===== src/rtl/cfr_pkg.sv =====
// Purpose : Constants for the sample and command response framer
// Assumes : One 25 MHz clock, synchronous active-high reset
// Notes   : Offsets are AXI4-Lite byte addresses
//
// Overview of operation
// Sample frame type byte is 0x83
// Source short address, high byte first
// Signal strength as magnitude of dBm
// Options: bit1 address, bit2 PAN broadcast
// Sample set count in byte 8
// Channel mask bytes 9-10, high first
// Mask: 3 reserved, 4 analog, 9 digital
// Digital bytes when any line enabled
// Omit digital bytes when none enabled
// Each analog: 10 bits right-justified, 16
// Analog words in ascending channel order
// Command requests answered with type 0x88
// Sequence ends with status 0, no data
// Echo frame id; id zero sends nothing
// Bytes 5-6 hold command name
// Status 0 ok,1 error,2 unknown,3 bad
// Query returns data; write omits it
// Envelope: delimiter, length, trailing checksum
package cfr_pkg;
    // ************************************************************
    // Frame bytes
    // ************************************************************
    localparam logic [7:0] START_DELIM   = 8'h7E;
    localparam logic [7:0] TYPE_SAMPLE16 = 8'h83;
    localparam logic [7:0] TYPE_CMD_RESP = 8'h88;
    localparam logic [7:0] OPT_KEEP_MASK = 8'h06;
    localparam logic [7:0] CSUM_BASE     = 8'hFF;
    localparam logic [7:0] STATUS_OK     = 8'h00;
    localparam int         FRAME_MAX     = 18;
    localparam int         SMP_FIXED_LEN = 8;
    localparam int         CMD_FIXED_LEN = 5;
    localparam int         CMD_DATA_MAX  = 4;
    localparam int         ANA_CHANNELS  = 4;
    localparam int         MASK_DIG_LSB  = 0;
    localparam int         MASK_ANA_LSB  = 9;
    localparam int         MASK_RES_LSB  = 13;
    localparam int         FIFO_DEPTH    = 32;
    localparam int         FIFO_WIDTH    = 8;
    // ************************************************************
    // Register map
    // ************************************************************
    localparam logic [7:0]  ADDR_CTRL     = 8'h00;
    localparam logic [7:0]  ADDR_STATUS   = 8'h04;
    localparam logic [7:0]  ADDR_FRAMES   = 8'h08;
    localparam logic [7:0]  ADDR_DROPPED  = 8'h0C;
    localparam logic [1:0]  CTRL_RESET    = 2'h3;
    localparam int          CTRL_SMP_BIT  = 0;
    localparam int          CTRL_CMD_BIT  = 1;
    localparam logic [1:0]  RESP_OKAY     = 2'h0;
    localparam logic [1:0]  RESP_SLVERR   = 2'h2;
    typedef enum logic [2:0] {
        CFR_IDLE, CFR_START, CFR_LEN_HI, CFR_LEN_LO, CFR_BODY, CFR_SUM
    } cfr_state_t;
endpackage : cfr_pkg


===== src/rtl/cfr_stream_if.sv =====
`timescale 1ns/10ps
// Purpose : Byte stream between framer and its output FIFO
// Assumes : Same clock on both sides
// Notes   : Item moves when valid and ready are both high
interface cfr_stream_if;
    logic [7:0] data;
    logic       valid;
    logic       ready;
    modport src (output data, output valid, input ready);
    modport snk (input data, input valid, output ready);
endinterface : cfr_stream_if


===== src/rtl/cfr_fifo.sv =====
`timescale 1ns/10ps
// Purpose : Synchronous FIFO with registered read side
// Assumes : Single clock, synchronous active-high reset
// Notes   : Output stage is a flop so top outputs come from flops
module cfr_fifo #(
    parameter int WIDTH = 8,
    parameter int DEPTH = 32
) (
    // Clock and reset
    input  wire logic             core_clk,
    input  wire logic             srst,
    // Fill side
    cfr_stream_if.snk             wr,
    // Drain side
    output logic [WIDTH-1:0]      rd_data,
    output logic                  rd_valid,
    input  wire logic             rd_ready,
    output logic [$clog2(DEPTH):0] level
);
    localparam int AW = $clog2(DEPTH);
    logic [WIDTH-1:0] mem [0:DEPTH-1];
    logic [AW-1:0]    wptr_reg;
    logic [AW-1:0]    rptr_reg;
    logic [AW:0]      cnt_reg;
    logic             do_wr;
    logic             do_rd;
    logic             out_load;

    // ************************************************************
    // Handshake decode
    // ************************************************************
    assign wr.ready = (cnt_reg != DEPTH[AW:0]);
    assign do_wr    = wr.valid && wr.ready;
    assign out_load = !rd_valid || rd_ready;
    assign do_rd    = out_load && (cnt_reg != '0);
    assign level    = cnt_reg;

    // Storage write
    always_ff @(posedge core_clk) begin
        if (do_wr) begin
            mem[wptr_reg] <= wr.data;
        end
    end

    // Pointers, count and output stage
    always_ff @(posedge core_clk) begin
        if (srst) begin
            wptr_reg <= '0;
            rptr_reg <= '0;
            cnt_reg  <= '0;
            rd_valid <= 1'b0;
            rd_data  <= '0;
        end else begin
            if (do_wr) wptr_reg <= wptr_reg + 1'b1;
            if (do_rd) rptr_reg <= rptr_reg + 1'b1;
            cnt_reg <= cnt_reg + {{AW{1'b0}}, do_wr} - {{AW{1'b0}}, do_rd};
            if (out_load) rd_valid <= (cnt_reg != '0);
            if (do_rd) rd_data <= mem[rptr_reg];
        end
    end
endmodule : cfr_fifo


===== src/rtl/cfr_framer.sv =====
// Local design decisions: register access over AXI4-Lite and the register addresses.
`timescale 1ns/10ps
// Purpose : Builds 16-bit source sample frames and command responses
// Assumes : Single 25 MHz clock, synchronous active-high reset
// Notes   : Control and counters over AXI4-Lite; bytes leave via FIFO
module cfr_framer (
    // Clock and reset
    input  wire logic        core_clk,
    input  wire logic        srst,
    // Sample request from receive path
    input  wire logic        smp_valid,
    output logic             smp_ready,
    input  wire logic [15:0] smp_src_addr,
    input  wire logic [7:0]  smp_rssi_mag,
    input  wire logic [7:0]  smp_options,
    input  wire logic [7:0]  smp_set_count,
    input  wire logic [15:0] smp_chan_mask,
    input  wire logic [8:0]  smp_digital,
    input  wire logic [39:0] smp_analog,
    // Command response request
    input  wire logic        cmd_valid,
    output logic             cmd_ready,
    input  wire logic [7:0]  cmd_frame_id,
    input  wire logic [15:0] cmd_name,
    input  wire logic [7:0]  cmd_status,
    input  wire logic        cmd_is_query,
    input  wire logic        cmd_seq_end,
    input  wire logic [2:0]  cmd_data_len,
    input  wire logic [31:0] cmd_data,
    // Serial byte output
    output logic [7:0]       ser_data,
    output logic             ser_valid,
    input  wire logic        ser_ready,
    // AXI4-Lite slave
    input  wire logic [7:0]  s_axi_awaddr,
    input  wire logic        s_axi_awvalid,
    output logic             s_axi_awready,
    input  wire logic [31:0] s_axi_wdata,
    input  wire logic [3:0]  s_axi_wstrb,
    input  wire logic        s_axi_wvalid,
    output logic             s_axi_wready,
    output logic [1:0]       s_axi_bresp,
    output logic             s_axi_bvalid,
    input  wire logic        s_axi_bready,
    input  wire logic [7:0]  s_axi_araddr,
    input  wire logic        s_axi_arvalid,
    output logic             s_axi_arready,
    output logic [31:0]      s_axi_rdata,
    output logic [1:0]       s_axi_rresp,
    output logic             s_axi_rvalid,
    input  wire logic        s_axi_rready
);
    cfr_stream_if            st ();
    cfr_pkg::cfr_state_t     state_reg, state_next;
    logic [7:0]              frame_mem [0:cfr_pkg::FRAME_MAX-1];
    logic [7:0]              bld [0:cfr_pkg::FRAME_MAX-1];
    logic [4:0]              bld_len;
    logic [4:0]              len_reg;
    logic [4:0]              idx_reg;
    logic [7:0]              sum_reg;
    logic                    kind_cmd_reg;
    logic [7:0]              byte_reg;
    logic                    bvalid_reg;
    logic [1:0]              ctrl_reg;
    logic [31:0]             frames_reg;
    logic [31:0]             dropped_reg;
    logic [5:0]              fifo_level;
    logic                    take_cmd, take_smp, take_any, drop_cmd;
    logic                    out_free, load_byte;
    logic [7:0]              next_byte;

    // ************************************************************
    // Request acceptance
    // ************************************************************
    // Command responses win over samples; both wait for an idle framer
    assign take_cmd = cmd_valid && cmd_ready;
    assign take_smp = smp_valid && smp_ready && !take_cmd;
    assign take_any = take_cmd || take_smp;
    assign drop_cmd = take_cmd && (cmd_frame_id == 8'h00);

    // Frame body assembly for whichever request is taken
    always_comb begin
        int n;
        n = 0;
        for (int i = 0; i < cfr_pkg::FRAME_MAX; i++) bld[i] = 8'h00;
        if (cmd_valid && cmd_ready) begin
            bld[0] = cfr_pkg::TYPE_CMD_RESP;
            bld[1] = cmd_frame_id;
            bld[2] = cmd_name[15:8];
            bld[3] = cmd_name[7:0];
            // Final frame of a multi-frame set is forced to a bare OK
            bld[4] = cmd_seq_end ? cfr_pkg::STATUS_OK
                                 : cmd_status;
            n = cfr_pkg::CMD_FIXED_LEN;
            if (cmd_is_query && !cmd_seq_end) begin
                for (int i = 0; i < cfr_pkg::CMD_DATA_MAX; i++) begin
                    if (i < int'(cmd_data_len)) begin
                        bld[n] = cmd_data[31-8*i -: 8];
                        n = n + 1;
                    end
                end
            end
        end else begin
            bld[0] = cfr_pkg::TYPE_SAMPLE16;
            bld[1] = smp_src_addr[15:8];
            bld[2] = smp_src_addr[7:0];
            bld[3] = smp_rssi_mag;
            bld[4] = smp_options & cfr_pkg::OPT_KEEP_MASK;
            bld[5] = smp_set_count;
            // Reserved mask bits are never passed through
            bld[6] = {3'b000, smp_chan_mask[12:8]};
            bld[7] = smp_chan_mask[7:0];
            n = cfr_pkg::SMP_FIXED_LEN;
            if (smp_chan_mask[8:0] != 9'h000) begin
                bld[n]   = {7'h00, smp_digital[8] & smp_chan_mask[8]};
                bld[n+1] = smp_digital[7:0] & smp_chan_mask[7:0];
                n = n + 2;
            end
            for (int c = 0; c < cfr_pkg::ANA_CHANNELS; c++) begin
                if (smp_chan_mask[cfr_pkg::MASK_ANA_LSB + c]) begin
                    bld[n]   = {6'h00, smp_analog[10*c+8 +: 2]};
                    bld[n+1] = smp_analog[10*c +: 8];
                    n = n + 2;
                end
            end
        end
        bld_len = 5'(n);
    end

    // ************************************************************
    // Envelope sequencer
    // ************************************************************
    assign out_free  = !bvalid_reg || st.ready;
    assign load_byte = out_free && (state_reg != cfr_pkg::CFR_IDLE);

    // Byte to emit in the current state
    always_comb begin
        unique case (state_reg)
            cfr_pkg::CFR_START:  next_byte = cfr_pkg::START_DELIM;
            cfr_pkg::CFR_LEN_HI: next_byte = 8'h00;
            cfr_pkg::CFR_LEN_LO: next_byte = {3'b000, len_reg};
            cfr_pkg::CFR_BODY:   next_byte = frame_mem[idx_reg];
            cfr_pkg::CFR_SUM:    next_byte = cfr_pkg::CSUM_BASE - sum_reg;
            default:             next_byte = 8'h00;
        endcase
    end

    // Next state
    always_comb begin
        state_next = state_reg;
        unique case (state_reg)
            cfr_pkg::CFR_IDLE:
                if (take_any && !drop_cmd) state_next = cfr_pkg::CFR_START;
            cfr_pkg::CFR_START:
                if (out_free) state_next = cfr_pkg::CFR_LEN_HI;
            cfr_pkg::CFR_LEN_HI:
                if (out_free) state_next = cfr_pkg::CFR_LEN_LO;
            cfr_pkg::CFR_LEN_LO:
                if (out_free) state_next = cfr_pkg::CFR_BODY;
            cfr_pkg::CFR_BODY:
                if (out_free && idx_reg == len_reg - 5'd1)
                    state_next = cfr_pkg::CFR_SUM;
            cfr_pkg::CFR_SUM:
                if (out_free) state_next = cfr_pkg::CFR_IDLE;
            default: state_next = cfr_pkg::CFR_IDLE;
        endcase
    end

    // Capture the assembled frame at acceptance
    always_ff @(posedge core_clk) begin
        if (take_any) begin
            for (int i = 0; i < cfr_pkg::FRAME_MAX; i++) frame_mem[i] <= bld[i];
        end
    end

    // Sequencer registers; ready flags are flops set on return to idle
    always_ff @(posedge core_clk) begin
        if (srst) begin
            state_reg    <= cfr_pkg::CFR_IDLE;
            len_reg      <= '0;
            idx_reg      <= '0;
            sum_reg      <= '0;
            kind_cmd_reg <= 1'b0;
            smp_ready    <= 1'b0;
            cmd_ready    <= 1'b0;
        end else begin
            state_reg <= state_next;
            smp_ready <= (state_next == cfr_pkg::CFR_IDLE) && !take_any
                         && ctrl_reg[cfr_pkg::CTRL_SMP_BIT];
            cmd_ready <= (state_next == cfr_pkg::CFR_IDLE) && !take_any
                         && ctrl_reg[cfr_pkg::CTRL_CMD_BIT];
            if (take_any) begin
                len_reg      <= bld_len;
                idx_reg      <= '0;
                sum_reg      <= '0;
                kind_cmd_reg <= take_cmd;
            end else if (load_byte && state_reg == cfr_pkg::CFR_BODY) begin
                idx_reg <= idx_reg + 5'd1;
                sum_reg <= sum_reg + next_byte;
            end
        end
    end

    // Output stage toward the FIFO
    always_ff @(posedge core_clk) begin
        if (srst) begin
            bvalid_reg <= 1'b0;
            byte_reg   <= 8'h00;
        end else if (out_free) begin
            bvalid_reg <= load_byte;
            byte_reg   <= next_byte;
        end
    end

    assign st.data  = byte_reg;
    assign st.valid = bvalid_reg;

    // Deep buffer lets a whole frame leave while the host UART lags
    cfr_fifo #(
        .WIDTH (cfr_pkg::FIFO_WIDTH),
        .DEPTH (cfr_pkg::FIFO_DEPTH)
    ) u_fifo (
        .core_clk (core_clk),
        .srst     (srst),
        .wr       (st),
        .rd_data  (ser_data),
        .rd_valid (ser_valid),
        .rd_ready (ser_ready),
        .level    (fifo_level)
    );

    // ************************************************************
    // AXI4-Lite register slave
    // ************************************************************
    logic [7:0]  aw_addr_reg;
    logic        aw_have_reg, w_have_reg;
    logic [31:0] w_data_reg;
    logic [3:0]  w_strb_reg;
    logic        wr_fire;
    logic [31:0] rd_word;
    logic        rd_hit;

    assign wr_fire = aw_have_reg && w_have_reg && !s_axi_bvalid;

    // Read decode; unmapped addresses answer SLVERR with zero data
    assign rd_hit  = (s_axi_araddr == cfr_pkg::ADDR_CTRL)
                  || (s_axi_araddr == cfr_pkg::ADDR_STATUS)
                  || (s_axi_araddr == cfr_pkg::ADDR_FRAMES)
                  || (s_axi_araddr == cfr_pkg::ADDR_DROPPED);
    assign rd_word =
        (s_axi_araddr == cfr_pkg::ADDR_CTRL)    ? {30'h0, ctrl_reg} :
        (s_axi_araddr == cfr_pkg::ADDR_STATUS)  ?
            {24'h0, 1'b0, fifo_level, state_reg != cfr_pkg::CFR_IDLE} :
        (s_axi_araddr == cfr_pkg::ADDR_FRAMES)  ? frames_reg :
        (s_axi_araddr == cfr_pkg::ADDR_DROPPED) ? dropped_reg : 32'h0;

    // Write channel: address and data taken in either order
    always_ff @(posedge core_clk) begin
        if (srst) begin
            aw_have_reg   <= 1'b0;
            w_have_reg    <= 1'b0;
            aw_addr_reg   <= 8'h00;
            w_data_reg    <= 32'h0;
            w_strb_reg    <= 4'h0;
            s_axi_awready <= 1'b1;
            s_axi_wready  <= 1'b1;
            s_axi_bvalid  <= 1'b0;
            s_axi_bresp   <= cfr_pkg::RESP_OKAY;
            ctrl_reg      <= cfr_pkg::CTRL_RESET;
        end else begin
            if (s_axi_awvalid && s_axi_awready) begin
                aw_have_reg   <= 1'b1;
                aw_addr_reg   <= s_axi_awaddr;
                s_axi_awready <= 1'b0;
            end
            if (s_axi_wvalid && s_axi_wready) begin
                w_have_reg   <= 1'b1;
                w_data_reg   <= s_axi_wdata;
                w_strb_reg   <= s_axi_wstrb;
                s_axi_wready <= 1'b0;
            end
            if (wr_fire) begin
                aw_have_reg  <= 1'b0;
                w_have_reg   <= 1'b0;
                s_axi_bvalid <= 1'b1;
                if (aw_addr_reg == cfr_pkg::ADDR_CTRL) begin
                    s_axi_bresp <= cfr_pkg::RESP_OKAY;
                    if (w_strb_reg[0]) ctrl_reg <= w_data_reg[1:0];
                end else begin
                    s_axi_bresp <= cfr_pkg::RESP_SLVERR;
                end
            end
            if (s_axi_bvalid && s_axi_bready) begin
                s_axi_bvalid  <= 1'b0;
                s_axi_awready <= 1'b1;
                s_axi_wready  <= 1'b1;
            end
        end
    end

    // Read channel: one cycle from address to data
    always_ff @(posedge core_clk) begin
        if (srst) begin
            s_axi_arready <= 1'b1;
            s_axi_rvalid  <= 1'b0;
            s_axi_rdata   <= 32'h0;
            s_axi_rresp   <= cfr_pkg::RESP_OKAY;
        end else if (s_axi_arvalid && s_axi_arready) begin
            s_axi_arready <= 1'b0;
            s_axi_rvalid  <= 1'b1;
            s_axi_rdata   <= rd_word;
            s_axi_rresp   <= rd_hit ? cfr_pkg::RESP_OKAY
                                    : cfr_pkg::RESP_SLVERR;
        end else if (s_axi_rvalid && s_axi_rready) begin
            s_axi_rvalid  <= 1'b0;
            s_axi_arready <= 1'b1;
        end
    end

    // Frame and drop counters; counters wrap silently
    always_ff @(posedge core_clk) begin
        if (srst) begin
            frames_reg  <= 32'h0;
            dropped_reg <= 32'h0;
        end else begin
            if (load_byte && state_reg == cfr_pkg::CFR_SUM)
                frames_reg <= frames_reg + 32'h1;
            if (drop_cmd) dropped_reg <= dropped_reg + 32'h1;
        end
    end

    // ************************************************************
    // Assertions
    // ************************************************************
    property p_delim;
        @(posedge core_clk) disable iff (srst)
        (state_reg == cfr_pkg::CFR_START && out_free)
            |=> (bvalid_reg && byte_reg == 8'h7E);
    endproperty
    a_delim: assert property (p_delim)
        else $error("start delimiter missing");

    property p_type;
        @(posedge core_clk) disable iff (srst)
        (state_reg == cfr_pkg::CFR_BODY && idx_reg == 5'd0 && out_free)
            |=> byte_reg == (kind_cmd_reg ? 8'h88 : 8'h83);
    endproperty
    a_type: assert property (p_type)
        else $error("wrong frame type byte");

    property p_drop_zero;
        @(posedge core_clk) disable iff (srst)
        drop_cmd |=> (state_reg == cfr_pkg::CFR_IDLE) [*2];
    endproperty
    a_drop_zero: assert property (p_drop_zero)
        else $error("frame sent for id zero");

    property p_seq_end;
        @(posedge core_clk) disable iff (srst)
        (take_cmd && !drop_cmd && cmd_seq_end)
            |=> (len_reg == 5'd5 && frame_mem[4] == 8'h00);
    endproperty
    a_seq_end: assert property (p_seq_end)
        else $error("sequence end carries data or error");

    property p_addr;
        @(posedge core_clk) disable iff (srst)
        take_smp |=> (frame_mem[1] == $past(smp_src_addr[15:8])
                      && frame_mem[2] == $past(smp_src_addr[7:0]));
    endproperty
    a_addr: assert property (p_addr)
        else $error("source address misplaced");

    property p_opts;
        @(posedge core_clk) disable iff (srst)
        take_smp |=> (frame_mem[4][7:3] == 5'h00 && !frame_mem[4][0]
                      && frame_mem[3] == $past(smp_rssi_mag));
    endproperty
    a_opts: assert property (p_opts)
        else $error("options or strength wrong");

    property p_no_dig;
        @(posedge core_clk) disable iff (srst)
        (take_smp && smp_chan_mask[8:0] == 9'h000 && smp_chan_mask[9])
            |=> frame_mem[8] == {6'h00, $past(smp_analog[9:8])};
    endproperty
    a_no_dig: assert property (p_no_dig)
        else $error("analog does not follow mask");

    property p_write_len;
        @(posedge core_clk) disable iff (srst)
        (take_cmd && !cmd_is_query) |=> len_reg == 5'd5;
    endproperty
    a_write_len: assert property (p_write_len)
        else $error("write response carries data");

    property p_sum;
        @(posedge core_clk) disable iff (srst)
        (state_reg == cfr_pkg::CFR_SUM && out_free)
            |=> byte_reg + $past(sum_reg) == 8'hFF;
    endproperty
    a_sum: assert property (p_sum)
        else $error("checksum wrong");
endmodule : cfr_framer


===== config.mk =====
export PLATFORM = sky130hd
export DESIGN_NAME = cfr_framer
export DESIGN_NICKNAME = d
export VERILOG_FILES = /design/src/rtl/cfr_pkg.sv /design/src/rtl/cfr_stream_if.sv /design/src/rtl/cfr_fifo.sv /design/src/rtl/cfr_framer.sv
export SDC_FILE = /design/constraint.sdc
export NUM_CORES = 1
export LEC_CHECK = 0
export ABC_CLOCK_PERIOD_IN_PS = 5700
export BUFFER_PORTS_ARGS = -buffer_cell sky130_fd_sc_hd__buf_2
export CORE_ASPECT_RATIO = 1.1
export CORE_MARGIN = 5
export CORE_UTILIZATION = 25
export CTS_CLUSTER_SIZE = 28
export DETAILED_ROUTE_END_ITERATION = 6
export PLACE_DENSITY_LB_ADDON = 0.3
export SETUP_SLACK_MARGIN = 0.2
export SKIP_LAST_GASP = 1
export SYNTH_ARGS = -nofsm -noshare
export SYNTH_HDL_FRONTEND = slang
export SYNTH_SLANG_ARGS = --single-unit

===== constraint.sdc =====
create_clock -name core_clk -period 5.7 [get_ports core_clk]
set_input_delay 0.285 -clock core_clk [delete_from_list [all_inputs] [get_ports core_clk]]
set_output_delay 0.285 -clock core_clk [all_outputs]
set_load 0.02 [all_outputs]

# Word-level counts from Yosys, hierarchy flattened
# Memories as Yosys holds them, arrays and structs flattened. A register that Yosys moved wholly into a read port is not among the register bits.
# Cells that the tools add are included.
# totals
ff_bits	169
ramBits	400
out_inout_bits	52
wordCells	259
memories	2
# classes
add_sub_neg	21
magnitude_cmp	26
eq_ne	10
muxes	100
bitwise_logic	13
n_reduce_logical	59
# mem_list
memory	depth	width	rd	rd_ports_with_merged_regs	write_ports	line	rtl
u_fifo.mem	32	8	1	1	1	cfr_fifo.sv:21	logic [WIDTH-1:0] mem [0:DEPTH-1];
frame_mem	18	8	1	1	18	cfr_framer.sv:55	logic [7:0] frame_mem [0:cfr_pkg::FRAME_MAX-1];
# ops
operator	count
$mux W144	16
$bwmux W144	11
$mux W32	19
$demux W8 S5	11
$ge A32 B6 Y1 const B	11
$lt A32 B1 Y1 const B	11
$not A32 Y32	11
$add A32 B2 Y32 const B	6
$mux W8	15
$add A32 B3 Y32 const B	3
$add A32 B1 Y32 const B	2
$logic_and A1 B1 Y1	33
$pmux W8 S4	1
$mux W5	6
$logic_not A8 Y1	3
$mux W3	6
$pmux W3 S6	1
$eq A8 B4 Y1 const B	2
$mux W16	1
$add A5 B1 Y5 const B	3
$mux W9	1
$reduce_bool A9 Y1	1
$add A8 B8 Y8	1
$and A8 B8 Y8	1
other kinds (25)	53

# Longest topological paths before layout
# Gate-level depths: netlist of run 1.
# depth
word_depth	24
ltp_mapped	19

# By module
# A second synthesis of run 1 with hierarchy kept.
# unflattened
hier_cells	2218
hier_area_um2	26555.5
# modules_own_cells
mod	instances	cells_each	area_each_um2
cfr_framer	1	1610	15336.0
cfr_fifo	1	608	11219.5

# Worst setup path after synthesis of run 1
# OpenSTA, ideal clock, no wires.
# synth_path
path_kind	reg-to-reg
from	register smp_ready
to	register state_reg[0]
setup_ns	0.101
arrival_time_ns	4.222
t_required_ns	5.599
slack_ns	1.377
path_stages_with_launch	6
path_buffers	1
period_less_slack_ns	4.323
cell_sequence	dfxtp_1 nand2_1 clkbuf_1 nand2_1 a32oi_1 a221oi_1
# synth_via
elab_chain_len	6
# synth_rtl
item	line	rtl
start, declared	cfr_framer.sv:12	output logic smp_ready,
start signal, assigned	cfr_framer.sv:188	smp_ready <= (state_next == cfr_pkg::CFR_IDLE) && !take_any
$logic_and A1 B1 Y1 (2 in series)	cfr_framer.sv:77	assign take_smp = smp_valid && smp_ready && !take_cmd;
$logic_or A1 B1 Y1	cfr_framer.sv:78	assign take_any = take_cmd || take_smp;
net take_any	cfr_framer.sv:68	logic take_cmd, take_smp, take_any, drop_cmd;
$logic_and A1 B1 Y1	cfr_framer.sv:153	if (take_any && !drop_cmd) state_next = cfr_pkg::CFR_START;
$mux W3	cfr_framer.sv:153	
$pmux W3 S6	cfr_framer.sv:151	unique case (state_reg)
end signal, assigned	cfr_framer.sv:179	state_reg <= cfr_pkg::CFR_IDLE;
end signal, assigned	cfr_framer.sv:187	state_reg <= state_next;
end, declared	cfr_framer.sv:54	cfr_pkg::cfr_state_t state_reg, state_next;
# The timed path passes the listed nets, and every way through them passes these cells.
# A chain may end at the register's enable or synchronous reset.

==> flow_metrics.tcl, run 1 <==
set metrics [dict create \
    outcome "finished clean" \
    place_ws_ns 1.50 \
    critPathMaxStageDelay_ns 0.66 \
    grt_pass1_wl_um 116000 \
    place_congestion 0.828 \
    path_max_fanout 20 \
    die_y_um 350 \
    max-vdd-ir-drop_v 0.000236 \
    fin_crit_ns 4.14 \
    synth-edff-count 390 \
    fin_crit_sh_pct 72.6 \
    ys_ff_latch 570 \
    synth_area_leader_cell "edfxtp_1" \
    port_buffers 243 \
    drc 0 \
    slowest_stage "dfxtp_2" \
    cts_tree "built" \
    final_antenna_net_count 0 \
    rows 124 \
    track_usage_pct 13.4 \
    leakage_nw 11.4 \
    cpLargestDelayFamily "multiplexers" \
    largest-register "u_fifo.mem" \
    drv_cap 0 \
    cts-htree-levels 2 \
    grt_max_degree 100 \
    path_cells "buf_12 -> mux4_2 -> mux4_2 -> a211oi_1 -> nor2_1 -> ha_1 -> a21oi_1 -> o21ai_0 -> a2111oi_0 -> o31ai_1 -> mux2i_1 -> mux2i_1" \
    finalSetupViolCount 0 \
    finalClockSkew_ns 0.0122 \
    drt_iter0_drc 1364 \
    hold_path_class "in -> reg" \
    die_width_um 319 \
    dieArea_um2 112000 \
    start_util_pct 25.3 \
    post_cts_buffers 0 \
    startpoint_type "flip-flop" \
    largest_reg_flops 256 \
    vias_per_cell 4.67 \
    drt_first_pass_iters 5 \
    yosys_warnings 0 \
    netlist_area_um2 26300 \
    cts_buffers 61 \
    core-area_um2 104000 \
    cts_resized 0 \
    drv_slew 0 \
    tns_ns 0 \
    max_slew_margin_pct 17.6 \
    synth_seq_area_share_pct 58.2 \
    finalWirelength_um 77100 \
    critPathBufInv 1 \
    synth_cells 2144 \
    antenna_found_initial 5 \
    final_common_cell "edfxtp_1" \
    synthToLayoutAreaGrowth_pct 20.8 \
    required_ns 6.25 \
    cts_root_buffer "clkbuf_16" \
    grt_overflow_total 0 \
    synth.distinct_cells 69 \
    crit_path_end_kind "flip-flop" \
    worst_pin_slew_ns 1.23 \
    final_cell_mix "edfxtp_1 (390), nor2_1 (261), buf_2 (242)" \
    largestRegisters "u_fifo.mem (256), frame_mem (134)" \
    synth_area_leaders "edfxtp_1 (44%), dfxtp_1 (14%), mux4_2 (10%), nor2_1 (3.7%), mux2i_1 (3.1%)" \
    wl_per_cell_um 19.9 \
    clock-sinks 570 \
    clock_path_buffers 3 \
    synth_top_area_share_pct 44.5 \
    finalNetCount 2709 \
    power.density_nw_per_um2 373 \
    vias 18083 \
    worstSkewPairLatency_ns 0.62 \
    criticalPathCategory "reg -> reg" \
    drive_gt1_share_pct 20.6 \
    arrival_ns 4.68 \
    async_reset_ff_share_pct 0 \
    clkTransAtPathRegs_ns 0.06 \
    fin_ws_ns 1.56 \
    syn_avg_cell_area_um2 12.3 \
    finalHoldViolCount 0 \
    post-dp-hpwl_um 53600 \
    ys.flop_type "edfxtp_1" \
    totalPowerFinal_w 0.0119 \
    grt_pass1_vias 18361 \
    ioPinCount 288 \
    rsz0062_at_grt "false" \
    timing.fmax_mhz 242 \
]
-- per-layer routing --
metal  wire, µm  vias to the layer above  global-route usage [%]
li1           -                     8577                       -
met1      34800                     8856                    18.3
met2      36200                      544                    22.2
met3       4320                      102                    2.39
met4       1690                        4                    3.20
met5         22                        -                       0
-- logic make-up (layout without fill, tap and decap cells) --
logic type / Yosys count / count (layout) / share of synthesized area (%)
AOI/OAI and AO/OA: 353 / 353 / 8.30
xor gates and xnor gates: 75 / 75 / 2.50
adders and majority gates: 40 / 40 / 1.99
buffers and inverters: 181 / 502 / 2.80
DFF: 570 / 570 / 58.2
muxes: 210 / 210 / 13.8
other: 1 / 21 / 0.0142
and+or+nand+nor: 714 / 714 / 12.5
-- worst register-to-register path: cells and delay by family (launching register included) --
family | cells | cell delay, ns
mux | 4 | 1.53
buf+inv | 1 | 0.28
simple gates | 1 | 0.12
fa+ha+maj | 1 | 0.23
compound gates | 5 | 1.26
flops | 1 | 0.66
-- final cells by class --
class	count	area, µm²
fillers	10677	72500
flip-flops and latches	570	15300
multi-input cells	1412	10400
repair buffers	350	2240
clock buffers	88	1770
well taps	1386	1730
clock inverters	26	239
inverters	38	144
diodes	1	2.50
-- repair_timing --
action | 4_1_cts | 5_1_grt
hold buffers | 79 | 0
endpoints found under the hold margin | 67 | 0
endpoints found under the setup margin | 0 | 0
-- stage by stage --
step	area (µm²)	utilization (%)	instances	hold WS [ns]
floorplan	26400	-	2163	0.382
global placement	29000	27.8	3677	0.442
detailed placement	29000	27.8	3677	0.447
CTS	31800	30.5	3870	0.00703
global route	31800	30.5	3870	0.0202
finish	31800	30.5	3871	0.0218
-- synthesized netlist by cell type (all sizes together), types with 8 or more instances --
cell type,number
xnor2,27
nor2,261
edfxtp,390
xor2,48
mux2i,82
buf,38
o211ai,12
a21oi,138
clkbuf,105
ha,37
and2,19
nand2b,14
nand2,196
a32oi,10
nand4,27
dfxtp,180
o22ai,11
and3,32
o311ai,15
a21o,14
inv,36
o21ai,67
mux4,121
nor3,29
and4,8
a22oi,14
nor2b,16
nand3,78
a211oi,43
-- final timing paths --
kind | startpoint | end | slack [ns] | cells after the start
setup / recovery | flip-flop | sum_reg[7]$_SDFFE_PP0P_ | 1.56 | 12
hold / removal | ser_ready | u_fifo.rd_valid$_SDFFE_PP0P_ | 0.02 | 3
setup reg to reg | flip-flop | sum_reg[7]$_SDFFE_PP0P_ | 1.56 | 12
hold reg to reg | s_axi_rdata[4]$_SDFFE_PP0P_ | s_axi_rdata[4]$_SDFFE_PP0P_ | 0.45 | 2
-- power breakdown --
part           switching (W)  leakage (nW)  internal (W)  total, W
combinational        0.00137          5.27       0.00109   0.00247
sequential          0.000382          5.10       0.00503   0.00541
clock                0.00167         0.991       0.00233   0.00400
total                0.00342          11.4       0.00846    0.0119
Note: power is estimated with default switching activity, not from simulation.
==> run 2: changes to the inputs <==
--- a/config.mk
+++ b/config.mk
@@ -5,7 +5,8 @@
 export SDC_FILE = /design/constraint.sdc
 export NUM_CORES = 1
 export LEC_CHECK = 0
-export ABC_CLOCK_PERIOD_IN_PS = 5700
+export ABC_AREA = 1
+export ABC_CLOCK_PERIOD_IN_PS = 4000
 export BUFFER_PORTS_ARGS = -buffer_cell sky130_fd_sc_hd__buf_2
 export CORE_ASPECT_RATIO = 1.1
 export CORE_MARGIN = 5
==> constraint.sdc (replaced) <==
create_clock -name core_clk -period 4 [get_ports core_clk]
set_input_delay 0.2 -clock core_clk [delete_from_list [all_inputs] [get_ports core_clk]]
set_output_delay 0.2 -clock core_clk [all_outputs]
set_load 0.02 [all_outputs]
==> flow_metrics.tcl, run 2 <==
set metrics [dict create \
    ioPinCount 288 \
    port_buffers 243 \
    post-dp-hpwl_um 60800 \
    crit_path_end_kind "flip-flop" \
    synth_cells 3053 \
    p_seq_share_pct 41.5 \
    r2r_cells 19 \
    ys.flop_type "edfxtp_1" \
    antenna_found_initial 1 \
    fillers 11500 \
    wl_per_cell_um 18.4 \
    syn_avg_cell_area_um2 8.94 \
    reg2reg_to "sum_reg[6]$_SDFFE_PP0P_" \
    max_slew_margin_pct 18.2 \
    synth.distinct_cells 54 \
    finalNetCount 3678 \
    critPathMaxStageDelay_ns 0.61 \
    largestRegisters "u_fifo.mem (256), frame_mem (134)" \
    final_cell_mix "nand2_1 (471), nor2_1 (459), edfxtp_1 (390)" \
    finalSetupViolCount 0 \
    clock-sinks 570 \
    cts-htree-levels 3 \
    power.switching_w 0.00594 \
    path_cells "buf_2 -> inv_1 -> nand2_1 -> nor3_1 -> nand3_2 -> inv_1 -> fa_1 -> inv_1 -> ha_1 -> nand2_1 -> inv_1 -> nand2_1 -> nand2_2 -> inv_2 -> or2_4 -> inv_4 -> nand2_1 -> nand2_1 -> inv_1 -> nand2_1 -> o221ai_1 -> dlygate4sd3_1" \
    largest-register "u_fifo.mem" \
    async_reset_ff_share_pct 0 \
    synth_area_leaders "edfxtp_1 (43%), dfxtp_1 (13%), nand2_1 (6.5%), o21ai_0 (6.4%), nor2_1 (6.3%)" \
    netlist_area_um2 27300 \
    required_ns 4.37 \
    p_clk_share_pct 34.4 \
    synthToLayoutAreaGrowth_pct 23.4 \
    die_y_um 356 \
    rrSetupSlack_ns 0.53 \
    grt_pass1_vias 22271 \
    final_antenna_net_count 0 \
    track_usage_pct 14.8 \
    power.density_nw_per_um2 537 \
    drc 0 \
    whs_path_depth 3 \
    path_max_fanout 8 \
    tns_ns 0 \
    totalPowerFinal_w 0.0181 \
    start_util_pct 25.1 \
    cts_root_buffer "clkbuf_16" \
    hold_path_class "in -> reg" \
    grt_overflow_total 0 \
    outcome "finished clean" \
    finalWirelength_um 89800 \
    drive_gt1_share_pct 12.6 \
    drv_slew 0 \
    min_to "frame_mem[1][4]$_DFFE_PP_" \
    cts_buffers 66 \
    clock_path_buffers 3 \
    vias_per_cell 4.75 \
    grt_max_degree 131 \
    largest_reg_flops 256 \
    synth-edff-count 390 \
    worstSkewPairLatency_ns 0.63 \
    max-vdd-ir-drop_v 0.000319 \
    drt_iter0_drc 1918 \
    drt_first_pass_iters 5 \
    fin_crit_sh_pct 86.9 \
    core-area_um2 109000 \
    grt_pass1_wl_um 135000 \
    min-delay-start "cmd_frame_id[4]" \
    startpoint_type "input pin" \
    clkTransAtPathRegs_ns 0.06 \
    worst_pin_slew_ns 1.23 \
    dieArea_um2 116000 \
    timing.fmax_mhz 288 \
    place_congestion 0.862 \
    arrival_ns 3.85 \
    rows 127 \
    intPower_w 0.0121 \
    synth_area_leader_cell "edfxtp_1" \
    switching_share_pct 32.9 \
    cts_tree "built" \
    drv_cap 0 \
    p_comb_share_pct 24.1 \
    synth_top_area_share_pct 42.9 \
    yosys_warnings 0 \
    criticalPathCategory "in -> reg" \
    yosysMostFrequentCell "nand2_1" \
    vias 23175 \
    crit_top_cell "nand2_1" \
    final_common_cell "nand2_1" \
    synth_seq_area_share_pct 56.1 \
    finalHoldViolCount 0 \
    fin_crit_ns 3.47 \
    post_cts_buffers 0 \
    ys_ff_latch 570 \
    finalClockSkew_ns 0.0238 \
    die_width_um 325 \
    rsz0062_at_grt "false" \
    leakage_nw 12.5 \
    slowest_stage "dlygate4sd3_1" \
    netlist_top_cells_count "nand2_1 (473), nor2_1 (459), edfxtp_1 (390), o21ai_0 (349), inv_1 (242)" \
]
-- run 2: cell count changes in the layout (fill, tap and decap cells not counted), moves of 28 or more --
| cell | change |
|---|---|
| inv_1 | +205 |
| and3_1 | -29 |
| dlygate4sd3_1 | +43 |
| nand3_1 | +69 |
| mux2i_1 | -73 |
| mux4_2 | -121 |
| nor2_1 | +198 |
| a211oi_1 | -28 |
| nand2_1 | +276 |
| o22ai_1 | +71 |
| o221ai_1 | +30 |
| o21ai_0 | +286 |
| a21oi_1 | +46 |
-- run 2: kinds of logic (layout without fill, tap and decap cells) --
| kind of cell | after synthesis | in the layout | share of synthesized area [%] |
|---|---|---|---|
| buffers and inverters | 415 | 797 | 5.92 |
| DFF | 570 | 570 | 56.1 |
| xor gates and xnor gates | 46 | 46 | 1.50 |
| adders and majority gates | 40 | 40 | 1.92 |
| AOI/OAI and AO/OA | 756 | 756 | 15.6 |
| and+or+nand+nor | 1216 | 1216 | 18.6 |
| other | 1 | 21 | 0.0137 |
| muxes | 9 | 9 | 0.330 |
-- run 2: layout make-up --
| class | instances | area, µm² | area share [%] |
|---|---|---|---|
| well taps | 1419 | 1780 | 5.27 |
| clock inverters | 28 | 354 | 1.05 |
| multi-input cells | 2087 | 10500 | 31.1 |
| diodes | 1 | 2.50 | 0.00743 |
| clock buffers | 92 | 1860 | 5.53 |
| repair buffers | 421 | 2920 | 8.68 |
| inverters | 256 | 970 | 2.88 |
| flip-flops and latches | 570 | 15300 | 45.5 |
-- run 2: repair_timing --
action,in CTS,in global routing
setup endpoints to repair,0,13
endpoints found under the hold margin,97,0
gates resized for setup,0,2
hold buffers,122,0
-- run 2: critical path, delay by kind of cell --
| family | cells | cell delay [ns] |
|---|---|---|
| adders and majority gates | 2 | 0.66 |
| AOI/OAI and AO/OA | 1 | 0.11 |
| and+or+nand+nor | 10 | 1.35 |
| buffers and inverters | 9 | 1.53 |
-- run 2: per-layer routing --
metal | part of all wire [%] | wire length [µm] | vias up | GRT usage (%)
met2 | 48 | 43500 | 648 | 25.5
met4 | 3.0 | 2660 | 0 | 5.01
li1 | - | - | 11306 | -
met3 | 4.9 | 4370 | 149 | 2.13
met5 | 0 | 0 | - | 0
met1 | 44 | 39300 | 11072 | 19.3
-- run 2: worst max path at each step --
stage	start	end	slack, ns	depth (start not counted)
6_report	smp_chan_mask[2]	frame_mem[1][7]$_DFFE_PP_	0.53	22
5_1_grt	smp_chan_mask[2]	frame_mem[1][7]$_DFFE_PP_	0.22	22
4_1_cts	smp_chan_mask[2]	frame_mem[1][0]$_DFFE_PP_	0.53	21
3_5_place_dp	smp_chan_mask[2]	frame_mem[11][6]$_DFFE_PP_	0.29	18
3_3_place_gp	smp_chan_mask[2]	frame_mem[11][4]$_DFFE_PP_	0.37	18
2_1_floorplan	smp_chan_mask[3]	frame_mem[8][0]$_DFFE_PP_	0.69	22
-- run 2: metrics by stage --
stage | hold WS (ns) | util [%] | setup slack [ns] | instances | cell area [µm²]
floorplan | 0.355 | - | 0.690 | 3072 | 27400
global placement | 0.441 | 27.8 | 0.372 | 4631 | 30200
detailed placement | 0.442 | 27.8 | 0.288 | 4631 | 30200
CTS | 0.00167 | 31.0 | 0.530 | 4873 | 33700
global route | 0.0354 | 31.0 | 0.221 | 4873 | 33700
finish | 0.0418 | 31.0 | 0.526 | 4874 | 33700
-- run 2: power groups by stage --
stage / Sequential, W / Combinational, W / Clock, W
after floorplan: 0.00761 / 0.00257 / 0
after global placement: 0.00763 / 0.00417 / 0
after detailed placement: 0.00763 / 0.00421 / 0
after CTS: 0.00751 / 0.00439 / 0.00637
after global routing: 0.00757 / 0.00487 / 0.00659
final: 0.00751 / 0.00436 / 0.00621
